## config.mk

```make
export PLATFORM = sky130hd
export DESIGN_NAME = ptl_target
export DESIGN_NICKNAME = d
export VERILOG_FILES = /design/src/design/ptl_target_unused_placeholder_removed.v /design/src/design/ptl_target.v
export VERILOG_INCLUDE_DIRS = /design/src /design/src/design
export SDC_FILE = /design/constraint.sdc
export NUM_CORES = 1
export LEC_CHECK = 0
export BUFFER_PORTS_ARGS = -buffer_cell sky130_fd_sc_hd__buf_2
export CAP_MARGIN = 20
export CORE_MARGIN = 8
export CORE_UTILIZATION = 60
export CTS_CLUSTER_DIAMETER = 100
export DETAILED_ROUTE_END_ITERATION = 16
export PLACE_DENSITY = 0.8
export RECOVER_POWER = 50
export SLEW_MARGIN = 20
export SYNTH_ARGS = -nofsm -noshare
export SYNTH_HDL_FRONTEND = slang
export SYNTH_SLANG_ARGS = --single-unit
```

## constraint.sdc

```tcl
create_clock -name i_core_clk -period 7 [get_ports i_core_clk]
set_input_delay 0.35 -clock i_core_clk [delete_from_list [all_inputs] [get_ports i_core_clk]]
set_output_delay 0.35 -clock i_core_clk [all_outputs]
set_load 0.03 [all_outputs]
```

## src/design/ptl_defs.vh

```
`ifndef PTL_DEFS_VH
`define PTL_DEFS_VH
// What this block does
// - target finishes first data phase within 16 clocks, later within 8.
// - read word moves in on the clock local ready and acknowledge coincide.
// - local address output steps by 4 after each local word transfer.
// - read word reaches the bus two clocks after capture, with target ready.
// - local read wait shows later as target ready deasserted on the bus.
// - master wait drops local acknowledge at once and holds bus data.
// - bursts run without inserted waits and have no length limit.
// - config read claimed by ID select, data supplied without local side.
// - write hit signals claim locally and drives address and command out.
// - latched address decoded against base ranges in the clock after address.
// - clock 4 enables select, ready, stop drivers; select asserted clock 5.
// - write ready asserted clock 6; data captured when both readies assert.
// - write word reaches local side the clock after ready and acknowledge.
// - write data and enables driven out; frame and hit dropped at completion.
// - on reads, device acknowledge means room for a word; local ready means data valid.
// - slow decode, device select three clocks after the address.
// - claimed non-config transactions drive exactly one of six range hit outputs.

`define PTL_CMD_IO_RD 4'h2
`define PTL_CMD_IO_WR 4'h3
`define PTL_CMD_MEM_RD 4'h6
`define PTL_CMD_MEM_WR 4'h7
`define PTL_CMD_CFG_RD 4'ha
`define PTL_CMD_MEM_RD_MUL 4'hc
`define PTL_CMD_MEM_RD_LINE 4'he
`define PTL_CMD_MEM_WR_INV 4'hf

`define PTL_ADDR_STEP 32'h0000_0004
`define PTL_LAT_FIRST 5'h10
`define PTL_LAT_NEXT 5'h08
// data state opens three clocks into the first phase, so it gets more slack
`define PTL_LAT_FIRST_SLACK 5'h05
`define PTL_LAT_NEXT_SLACK 5'h02
`define PTL_CFG_IDX_MSB 7
`define PTL_CFG_IDX_LSB 2
`define PTL_NUM_BARS 6
`endif

```

## src/design/ptl_target_unused_placeholder_removed.v

```verilog
`timescale 1ns/100ps

```

## src/design/ptl_target.v

```verilog
`timescale 1ns/100ps
`include "ptl_defs.vh"

// ----------------------------------------
// data fifo
// ----------------------------------------
module ptl_fifo #(
    parameter WIDTH = 36,
    parameter DEPTH = 16,
    parameter AW = 4
) (
    input wire i_core_clk,
    input wire i_rst,
    input wire i_flush,
    input wire i_in_valid,
    output wire o_in_ready,
    input wire [WIDTH-1:0] i_in_data,
    output wire o_out_valid,
    input wire i_out_ready,
    output wire [WIDTH-1:0] o_out_data,
    output wire [AW:0] o_count
);
    localparam [AW:0] FULL = DEPTH;
    reg [WIDTH-1:0] mem [0:DEPTH-1];
    reg [AW-1:0] wr_ptr_q;
    reg [AW-1:0] rd_ptr_q;
    reg [AW:0] count_q;
    wire push;
    wire pop;

    assign o_in_ready = (count_q != FULL);
    assign o_out_valid = (count_q != {(AW+1){1'b0}});
    assign push = i_in_valid & o_in_ready;
    assign pop = i_out_ready & o_out_valid;
    assign o_out_data = mem[rd_ptr_q];
    assign o_count = count_q;

    always @(posedge i_core_clk) begin
        if (push) begin
            mem[wr_ptr_q] <= i_in_data;
        end
    end

    always @(posedge i_core_clk or posedge i_rst) begin
        if (i_rst) begin
            wr_ptr_q <= {AW{1'b0}};
            rd_ptr_q <= {AW{1'b0}};
            count_q <= {(AW+1){1'b0}};
        end else if (i_flush) begin
            wr_ptr_q <= {AW{1'b0}};
            rd_ptr_q <= {AW{1'b0}};
            count_q <= {(AW+1){1'b0}};
        end else begin
            if (push) begin
                wr_ptr_q <= wr_ptr_q + {{(AW-1){1'b0}}, 1'b1};
            end
            if (pop) begin
                rd_ptr_q <= rd_ptr_q + {{(AW-1){1'b0}}, 1'b1};
            end
            if (push & ~pop) begin
                count_q <= count_q + {{AW{1'b0}}, 1'b1};
            end else if (pop & ~push) begin
                count_q <= count_q - {{AW{1'b0}}, 1'b1};
            end
        end
    end
endmodule

// ----------------------------------------
// target transfer engine
// ----------------------------------------
module ptl_target #(
    parameter FIFO_DEPTH = 16,
    parameter FIFO_AW = 4,
    parameter [191:0] BAR_BASE = 192'h0,
    parameter [191:0] BAR_MASK = 192'h0
) (
    input wire i_core_clk,
    input wire i_rst,
    input wire i_frame_n,
    input wire i_irdy_n,
    input wire i_idsel,
    input wire [31:0] i_ad,
    input wire [3:0] i_cbe_n,
    output reg [31:0] o_ad,
    output reg o_ad_oe_n,
    output reg o_devsel_n,
    output reg o_trdy_n,
    output reg o_stop_n,
    output reg o_ctl_oe_n,
    output reg o_local_frame_ind_n,
    output reg [5:0] o_bar_hit,
    output reg [31:0] o_local_address_out,
    output reg [3:0] o_local_command_out,
    output wire o_local_acknowledge_n,
    input wire i_local_ready_n,
    input wire [31:0] i_local_read_data_in,
    output reg [31:0] o_local_write_data_out,
    output reg [3:0] o_local_byte_enable_out,
    input wire i_local_disconnect_req_n,
    output wire [5:0] o_cfg_dword_index,
    input wire [31:0] i_cfg_data
);
    localparam [2:0] ST_IDLE = 3'h0;
    localparam [2:0] ST_DECODE = 3'h1;
    localparam [2:0] ST_CLAIM = 3'h2;
    localparam [2:0] ST_DATA = 3'h3;
    localparam [2:0] ST_STOP = 3'h4;
    localparam [2:0] ST_TURN = 3'h5;
    localparam [FIFO_AW:0] ROOM_MAX = FIFO_DEPTH - 2;

    reg [2:0] state_q;
    reg [31:0] addr_q;
    reg [3:0] cmd_q;
    reg idsel_q;
    reg is_wr_q;
    reg is_cfg_q;
    reg pci_done_q;
    reg first_q;
    reg [4:0] lat_cnt_q;

    wire [5:0] hits;
    wire [5:0] hit_oh;
    wire rd_cmd;
    wire wr_cmd;
    wire cfg_hit;
    wire taken;
    wire in_data;
    wire rd_phase;
    wire wr_local;
    wire local_xfer;
    wire lat_over;
    wire fifo_in_valid;
    wire fifo_in_ready;
    wire [35:0] fifo_in_data;
    wire fifo_out_valid;
    wire fifo_out_ready;
    wire [35:0] fifo_out_data;
    wire [FIFO_AW:0] fifo_count;
    wire rd_load;
    wire last_wr_pop;
    wire wr_go = ~i_local_ready_n & (fifo_count <= ROOM_MAX);

    // ----------------------------------------
    // address decode
    // ----------------------------------------
    genvar g;
    generate
        for (g = 0; g < `PTL_NUM_BARS; g = g + 1) begin : g_bar
            assign hits[g] = (BAR_MASK[g*32 +: 32] != 32'h0) &
                ((addr_q & BAR_MASK[g*32 +: 32]) == BAR_BASE[g*32 +: 32]);
        end
    endgenerate
    // lowest matching range wins so only one hit line rises
    assign hit_oh = hits & (~hits + 6'h01);

    assign rd_cmd = (cmd_q == `PTL_CMD_MEM_RD) | (cmd_q == `PTL_CMD_MEM_RD_MUL) |
        (cmd_q == `PTL_CMD_MEM_RD_LINE) | (cmd_q == `PTL_CMD_IO_RD);
    assign wr_cmd = (cmd_q == `PTL_CMD_MEM_WR) | (cmd_q == `PTL_CMD_MEM_WR_INV) |
        (cmd_q == `PTL_CMD_IO_WR);
    // config writes are not claimed here
    assign cfg_hit = idsel_q & (cmd_q == `PTL_CMD_CFG_RD);
    assign o_cfg_dword_index = addr_q[`PTL_CFG_IDX_MSB:`PTL_CFG_IDX_LSB];

    // ----------------------------------------
    // handshakes
    // ----------------------------------------
    assign in_data = (state_q == ST_DATA);
    assign taken = ~o_trdy_n & ~i_irdy_n;
    assign rd_phase = in_data & ~is_wr_q & ~is_cfg_q;
    assign wr_local = is_wr_q & ~o_local_frame_ind_n;
    // acknowledge drops in the same clock the master pauses
    assign o_local_acknowledge_n = ~((rd_phase & fifo_in_ready & ~i_irdy_n) |
        (wr_local & fifo_out_valid));
    assign local_xfer = ~o_local_acknowledge_n & ~i_local_ready_n;

    assign fifo_in_valid = (rd_phase & local_xfer) | (in_data & is_wr_q & taken);
    assign fifo_in_data = is_wr_q ? {i_cbe_n, i_ad} : {4'h0, i_local_read_data_in};
    // fifo storage is the first pipe stage, o_ad the second
    assign rd_load = rd_phase & fifo_out_valid & (o_trdy_n | taken) &
        ~(taken & i_frame_n);
    assign fifo_out_ready = rd_load | (wr_local & local_xfer);
    assign last_wr_pop = wr_local & local_xfer & pci_done_q &
        (fifo_count == {{FIFO_AW{1'b0}}, 1'b1});
    assign lat_over = o_trdy_n & ~(is_wr_q ? wr_go : rd_load) &
        (lat_cnt_q >= (first_q ? (`PTL_LAT_FIRST - `PTL_LAT_FIRST_SLACK) :
        (`PTL_LAT_NEXT - `PTL_LAT_NEXT_SLACK)));

    ptl_fifo #(
        .WIDTH(36),
        .DEPTH(FIFO_DEPTH),
        .AW(FIFO_AW)
    ) u_fifo (
        .i_core_clk(i_core_clk),
        .i_rst(i_rst),
        .i_flush((state_q == ST_TURN) & ~is_wr_q),
        .i_in_valid(fifo_in_valid),
        .o_in_ready(fifo_in_ready),
        .i_in_data(fifo_in_data),
        .o_out_valid(fifo_out_valid),
        .i_out_ready(fifo_out_ready),
        .o_out_data(fifo_out_data),
        .o_count(fifo_count)
    );

    // ----------------------------------------
    // bus sequencer
    // ----------------------------------------
    always @(posedge i_core_clk or posedge i_rst) begin
        if (i_rst) begin
            state_q <= ST_IDLE;
            addr_q <= 32'h0;
            cmd_q <= 4'h0;
            idsel_q <= 1'b0;
            is_wr_q <= 1'b0;
            is_cfg_q <= 1'b0;
            pci_done_q <= 1'b0;
            first_q <= 1'b1;
            lat_cnt_q <= 5'h00;
            o_ad <= 32'h0;
            o_ad_oe_n <= 1'b1;
            o_devsel_n <= 1'b1;
            o_trdy_n <= 1'b1;
            o_stop_n <= 1'b1;
            o_ctl_oe_n <= 1'b1;
            o_local_frame_ind_n <= 1'b1;
            o_bar_hit <= 6'h00;
            o_local_address_out <= 32'h0;
            o_local_command_out <= 4'h0;
            o_local_write_data_out <= 32'h0;
            o_local_byte_enable_out <= 4'h0;
        end else begin
            if (local_xfer) begin
                o_local_address_out <= o_local_address_out + `PTL_ADDR_STEP;
            end
            if (wr_local & local_xfer) begin
                o_local_write_data_out <= fifo_out_data[31:0];
                o_local_byte_enable_out <= ~fifo_out_data[35:32];
            end
            if (last_wr_pop) begin
                o_local_frame_ind_n <= 1'b1;
                o_bar_hit <= 6'h00;
                pci_done_q <= 1'b0;
            end
            if (in_data) begin
                if (taken) begin
                    lat_cnt_q <= 5'h00;
                    first_q <= 1'b0;
                end else begin
                    lat_cnt_q <= lat_cnt_q + 5'h01;
                end
            end
            case (state_q)
                ST_IDLE: begin
                    o_ctl_oe_n <= 1'b1;
                    o_ad_oe_n <= 1'b1;
                    // a new cycle waits until the previous write has drained
                    if (~i_frame_n & o_local_frame_ind_n) begin
                        addr_q <= i_ad;
                        cmd_q <= i_cbe_n;
                        idsel_q <= i_idsel;
                        state_q <= ST_DECODE;
                    end
                end
                ST_DECODE: begin
                    is_wr_q <= wr_cmd;
                    is_cfg_q <= cfg_hit;
                    first_q <= 1'b1;
                    lat_cnt_q <= 5'h00;
                    if (cfg_hit | (~idsel_q & (hit_oh != 6'h00) & (rd_cmd | wr_cmd))) begin
                        state_q <= ST_CLAIM;
                        o_ctl_oe_n <= 1'b0;
                        if (~cfg_hit) begin
                            o_local_frame_ind_n <= 1'b0;
                            o_bar_hit <= hit_oh;
                            o_local_address_out <= addr_q;
                            o_local_command_out <= cmd_q;
                        end
                    end else begin
                        state_q <= ST_IDLE;
                    end
                end
                ST_CLAIM: begin
                    state_q <= ST_DATA;
                    o_devsel_n <= 1'b0;
                    o_ad_oe_n <= is_wr_q;
                end
                ST_DATA: begin
                    if (taken & i_frame_n) begin
                        state_q <= ST_TURN;
                        o_trdy_n <= 1'b1;
                        o_devsel_n <= 1'b1;
                        pci_done_q <= is_wr_q;
                    end else if (~is_cfg_q & (~i_local_disconnect_req_n | lat_over)) begin
                        // disconnect without data; no further phase completes
                        state_q <= ST_STOP;
                        o_trdy_n <= 1'b1;
                        o_stop_n <= 1'b0;
                    end else if (is_cfg_q) begin
                        if (o_trdy_n) begin
                            o_ad <= i_cfg_data;
                            o_trdy_n <= 1'b0;
                        end
                    end else if (is_wr_q) begin
                        // room for the word in flight plus the next one
                        o_trdy_n <= ~wr_go;
                    end else begin
                        if (rd_load) begin
                            o_ad <= fifo_out_data[31:0];
                        end
                        // held data stays on the bus while the master waits
                        o_trdy_n <= ~(rd_load | (~o_trdy_n & ~taken));
                    end
                end
                ST_STOP: begin
                    if (i_frame_n) begin
                        state_q <= ST_TURN;
                        o_stop_n <= 1'b1;
                        o_devsel_n <= 1'b1;
                        pci_done_q <= is_wr_q;
                    end
                end
                ST_TURN: begin
                    state_q <= ST_IDLE;
                    o_ad_oe_n <= 1'b1;
                    o_stop_n <= 1'b1;
                    if (~is_wr_q | (fifo_count == {(FIFO_AW+1){1'b0}})) begin
                        o_local_frame_ind_n <= 1'b1;
                        o_bar_hit <= 6'h00;
                        pci_done_q <= 1'b0;
                    end
                end
                default: begin
                    state_q <= ST_IDLE;
                end
            endcase
        end
    end
endmodule

```

==> metrics.txt, run 1 <==
status=finished, violations left; violated checks=max-capacitance violations, max-slew violations; worst flop-to-flop path startpoint=is_wr_q; Rows=80; Register Area=21000 µm²; Synth area leader=edfxtp_1; Area contributors post-synth=edfxtp_1 (60%), dfrtp_1 (12%), mux4_2 (12%), mux2_2 (3.1%), a22oi_1 (1.7%); clk slew on worst S/H paths=0.06 ns; Iteration-0 DRC Markers=1729; crit path cell chain=buf_4 > nand2b_1 > a2111oi_4 > nand2_1 > nor3_2 > buf_4; Place WS=around 3.1 ns; Routed Antenna Nets=0; Post-synth EDFFs=576; first-pass GRT wire length=103 mm; leakage=around 11 nW; pin count of the biggest net entering global routing=91; Bufs on Longest Clock Path=3; DR DRC count=0; Core Util, Final=0.694; crit-path max FO=48; fraction of layout cells with a size suffix above 1=0.258; Total GRT Usage=0.245; min Tclk post-route=just under 4 ns; synthesized cell area=28900 µm²; DRT Pass-1 Iters=6; Worst setup EP type=flop; Overflow after GRT=0; critical path endpoint=u_fifo.mem[9][10]; most frequent cells in the layout=edfxtp_1 (576), mux4_2 (148), dfrtp_1 (135); RSZ-0062 raised after global routing=no; MaxCap Viol Count=1; Avg Cell Area, Syn=18.6 µm²; Avg WL per Cell=between 20 and 30 µm; Hold Vio Cnt, Final=0; TritonCTS clock tree=done; Placer Congestion=between 0.8 and 0.9; Max VDD drop=0.267 mV; Slew Limit Fails=between 90 and 100; clock sinks=722; top cell type's share of synthesized area=0.599; Data arrival, critical path=approximately 4.2 ns; critical path startpoint category=flop; Worst-Skew Late Latency=0.61 ns; final period utilization=0.567; htree depth=3; post-route setup slack=around 3 ns; CP required=approximately 7.2 ns; Max stage delay on crit path=0.83 ns; multi-input logic area=around 7600 µm²; Reg2Reg Depth=6; drt via density=6.44; Yosys cell types=between 60 and 70; Least-Margin Pin Slew=4.10 ns; reg2reg setup slack=3.03 ns; total CTS buffers=70; R2R Path End=u_fifo.mem[9][10]; placed cells=roughly 2300; Post-CTS Hold Fix Bufs=9; Port Buffers=around 220; PnR Total Power=12.4 mW; area grow syn2layout=14.5%; Layout Cells excl Fill=2472; setup TNS=0 ns; IO Pins=between 200 and 250; synth warn=0; number of global-route vias before repair=around 17000; Initial Util=0.606; power per cell area=between 300 and 400 nW/µm²; slowest CP cell=nor3_2; final setup violation count=0; core region area=~48000 µm²; setup bufs post-CTS=0; Worst Path Class, Setup=reg2reg; post-synthesis cell count=approximately 1600; Die Span X=235 µm; CP startpoint=is_wr_q; most common cell after layout, fill and taps aside=edfxtp_1; Post-Route Skew=0.0328 ns; post_cts resized=0; vias=15900; HP Class=in2reg; Slew HR=-1.75; drt total wl=68.6 mm; die area=55400 µm²; CP dominant cell by count=buf_4; initial antenna violation count=1; ys flop type=edfxtp_1; fmax=~250 MHz; Seq/Total Area, Yosys=0.726; Async SR Flop Fraction=0.202; Yosys reg bits=722; DP HPWL=37.9 mm; final net count=1920; filler cell count=2940; die height=235 µm; Root Buffer Master=clkbuf_16
## stage by stage
stage	hold WS (ns)	instance area [µm²]
final	0.0406	33100
after global placement	0.452	30700
after CTS	0.0124	33100
after detailed placement	0.465	30700
after floorplan	0.458	28900
after global routing	0.0169	33100
## routing by layer
metal	GRT usage	part of all wire
met5	0	0
met4	0.0656	0.020
met3	0.0585	0.088
met2	0.409	0.50
met1	0.325	0.39
## sequential cells by signal (all words and copies together) (netlist names), 3 cells and up
name                     flops
o_local_write_data_out      32
cmd_q                        4
u_fifo.mem                 576
u_fifo.o_count               5
u_fifo.rd_ptr_q              4
state_q                      3
o_bar_hit                    6
addr_q                       6
o_ad                        32
u_fifo.wr_ptr_q              4
o_local_address_out         30
lat_cnt_q                    5
o_local_byte_enable_out      4
## cell type report
| class | instances | share of cell area |
|---|---|---|
| inverter | 19 | 0.00220 |
| sequential | 722 | 0.634 |
| tap | 615 | 0.0233 |
| clock buffer | 96 | 0.0607 |
| timing repair buffer | 258 | 0.0414 |
| multi-input combinational | 726 | 0.229 |
| antenna | 2 | 0.000151 |
| clock inverter | 34 | 0.00916 |
## how the worst min path moves through the flow
stage	from	endpoint	slack (ns)	depth (start not counted)
finish	i_cbe_n[1]	cmd_q[1]	0.04	2
global route	i_cbe_n[1]	cmd_q[1]	0.02	2
global placement	o_local_address_out[31]	o_local_address_out[31]	0.45	1
floorplan	first_q	first_q	0.46	2
detailed placement	o_bar_hit[0]	o_bar_hit[0]	0.47	1
CTS	i_cbe_n[1]	cmd_q[1]	0.01	2
## cells by family (layout without fill, tap and decap cells)
kind of cell	count (synthesis)	count (layout)	share of synthesized area
buf+inv	110	407	0.0167
other cells	1	8	0.000130
mux	261	261	0.158
flops	722	722	0.726
fa+ha+maj	16	16	0.00693
simple gates	260	260	0.0468
compound gates	143	143	0.0334
xor+xnor	40	40	0.0121
## Yosys cell counts, drive strengths merged (2+ instances only)
master	instances
a21boi	3
a21oi	44
a22oi	66
a31oi	4
and2	15
and4	2
buf	51
clkbuf	40
dfrtp	139
dfstp	7
edfxtp	576
ha	16
inv	19
mux2	79
mux2i	34
mux4	148
nand2	73
nand2b	6
nand3	15
nand4	12
nor2	75
nor2b	9
nor3	22
nor3b	4
nor4	10
nor4b	2
o21ai	13
or2	4
or3	4
xnor2	12
xor2	28
## worst max-delay path, delay by kind of cell, from the launching register on
| kind | cells | cell delay [ns] |
|---|---|---|
| compound gates | 1 | 0.71 |
| buf+inv | 2 | 1.17 |
| flops | 1 | 0.36 |
| simple gates | 3 | 1.36 |
## power breakdown
group / total, mW / internal [mW] / switching, mW
Combinational: 3.19 / 1.30 / 1.90
Clock: 3.76 / 2.20 / 1.56
Sequential: 5.44 / 5.11 / 0.325
Total: 12.4 / 8.61 / 3.78
(Power assumes the default switching activity.)
==> inputs of run 2 (changes only) <==
clock period = 3.8 ns   (was 7 ns; I/O delays follow)
==> run 2 against run 1 <==
  * Final cell count increased by 2.8%
  * Routed wire length increased by 4.7%
  * The run still ends with max-capacitance violations, max-slew violations left
  * Clock power increased by 95%
  * Highest routed layer unchanged
  * Largest power group unchanged
  * Critical path depth decreased by 1
==> metrics.txt, run 2 (synthesis gave the netlist of run 1 again) <==
drt via density=6.42; DRT Pass-1 Iters=5; fraction of layout cells with a size suffix above 1=0.263; clock power share=0.313; met1 usage=0.324; most frequent cells in the layout=edfxtp_1 (576), mux4_2 (148), clkbuf_1 (143); Slew HR=-0.662; Layout Cells excl Fill=2540; Seq pwr share=0.426; met2 GRT Util=0.441; initial antenna violation count=0; Port Buffers=223; vias=16300; crit-path max FO=23; ANT cells=0; RSZ-0062 raised after global routing=no; Die Span X=235 µm; Total GRT Usage=0.255; Max VDD drop=0.462 mV; Post-CTS Hold Fix Bufs=44; dpl cell area=31100 µm²; setup bufs post-CTS=0; number of global-route vias before repair=17300; met3 usage=0.0499; area grow syn2layout=17.1%; Avg WL per Cell=about 28 µm; pin count of the biggest net entering global routing=between 50 and 60; post_cts resized=0; drt total wl=around 72 mm; CP required=~4.3 ns; power per cell area=695 nW/µm²; Worst Path Class, Setup=reg2reg; MaxCap Viol Count=3; Hold Vio Cnt, Final=0; multi-input logic area=7540 µm²; TritonCTS clock tree=done; status=finished, violations left; clk slew on worst S/H paths=0.06 ns; htree depth=3; critical path startpoint category=flop; final net count=1990; DR DRC count=0; Routed Antenna Nets=0; placed cells=around 2400; fmax=292 MHz; IO Pins=230; Least-Margin Pin Slew=approximately 2.5 ns; Overflow after GRT=0; first-pass GRT wire length=107 mm; Data arrival, critical path=3.94 ns; global route hottest layer=met2; leakage=11.8 nW; top flop regs=u_fifo.mem: 576 flops, o_ad: 32 flops, o_local_write_data_out: 32 flops; violated checks=max-capacitance violations, max-slew violations; Final Instance Area=33800 µm²; die height=~240 µm; total CTS buffers=just over 70; Placer Congestion=0.803; Initial Util=0.606; filler cell count=2831; total net switching power=7.14 mW; min Tclk post-route=~3.4 ns; post-route setup slack=approximately 0.38 ns; Worst-Skew Late Latency=about 0.61 ns; Register Area=21000 µm²; final period utilization=0.900; number of flip-flops under the largest register name=about 580; Top reg by flops=u_fifo.mem; core region area=47600 µm²; Rows=80; sw frac=0.304; Worst setup EP type=flop; Iteration-0 DRC Markers=1765; Root Buffer Master=clkbuf_16; DP HPWL=40.5 mm; most common cell after layout, fill and taps aside=edfxtp_1; Bufs on Longest Clock Path=3; clock sinks=722; reg2reg setup slack=around 0.38 ns; Comb power frac=0.261; Post-Route Skew=0.0276 ns; Int Pwr=16.3 mW; final setup violation count=0; HP Class=in2reg; die area=55400 µm²; Slew Limit Fails=83; Place WS=0.619 ns
## run 2: cell types whose count changed in the layout (fill, tap and decap cells not counted), moves of 7 or more
cell	before	now
buf_4	20	39
dlygate4sd3_1	9	44
clkbuf_1	134	143
clkinv_2	15	8
buf_12	1	15
## run 2: critical path, cell delays in order (launching register included)
cell      delay [ns]
dfrtp_2         0.67
clkbuf_1        1.81
a31oi_1         0.20
nand3_1         0.28
a21oi_1         0.10
mux2_2          0.27
## run 2: layout make-up
type	count	share of cell area
tap	615	0.0228
inverter	19	0.00215
clock inverter	31	0.0121
multi-input combinational	726	0.223
timing repair buffer	326	0.0598
clock buffer	101	0.0599
sequential	722	0.620
## run 2: power by group through the flow
stage / registers [mW] / clock network, mW / logic (mW)
global placement: 10.1 / 0 / 5.91
finish: 10.0 / 7.35 / 6.14
global route: 10.1 / 7.72 / 6.52
CTS: 9.98 / 7.43 / 6.27
floorplan: 10.3 / 0 / 3.95
detailed placement: 10.1 / 0 / 6.10
## run 2: path summary, 6_finish.rpt
path	startpoint	to	depth (start not counted)
min in group asynchronous	i_rst	u_fifo.rd_ptr_q[0]	3
setup / recovery	is_cfg_q	o_stop_n	5
hold / removal	i_cfg_data[18]	o_ad[18]	3
setup reg to reg	is_cfg_q	o_stop_n	5
hold reg to reg	o_bar_hit[0]	o_bar_hit[0]	1
max in group asynchronous	i_rst	o_ad[1]	4
## run 2: per-layer routing
| metal | wire (µm) | vias up |
|---|---|---|
| li1 | - | 6786 |
| met1 | 27400 | 8531 |
| met2 | 37000 | 853 |
| met3 | 5440 | 138 |
| met4 | 1940 | 0 |
| met5 | 0 | - |
## run 2: through the flow
stage,setup TNS (ns),hold slack (ns),utilization,power [mW]
after CTS,0,0.0000780,0.713,23.7
after detailed placement,0,0.149,0.653,16.2
after global placement,0,0.146,0.653,16.0
after global routing,0,0.0287,0.710,24.3
after floorplan,-203.42,0.340,-,14.3
final,0,0.0337,0.710,23.5
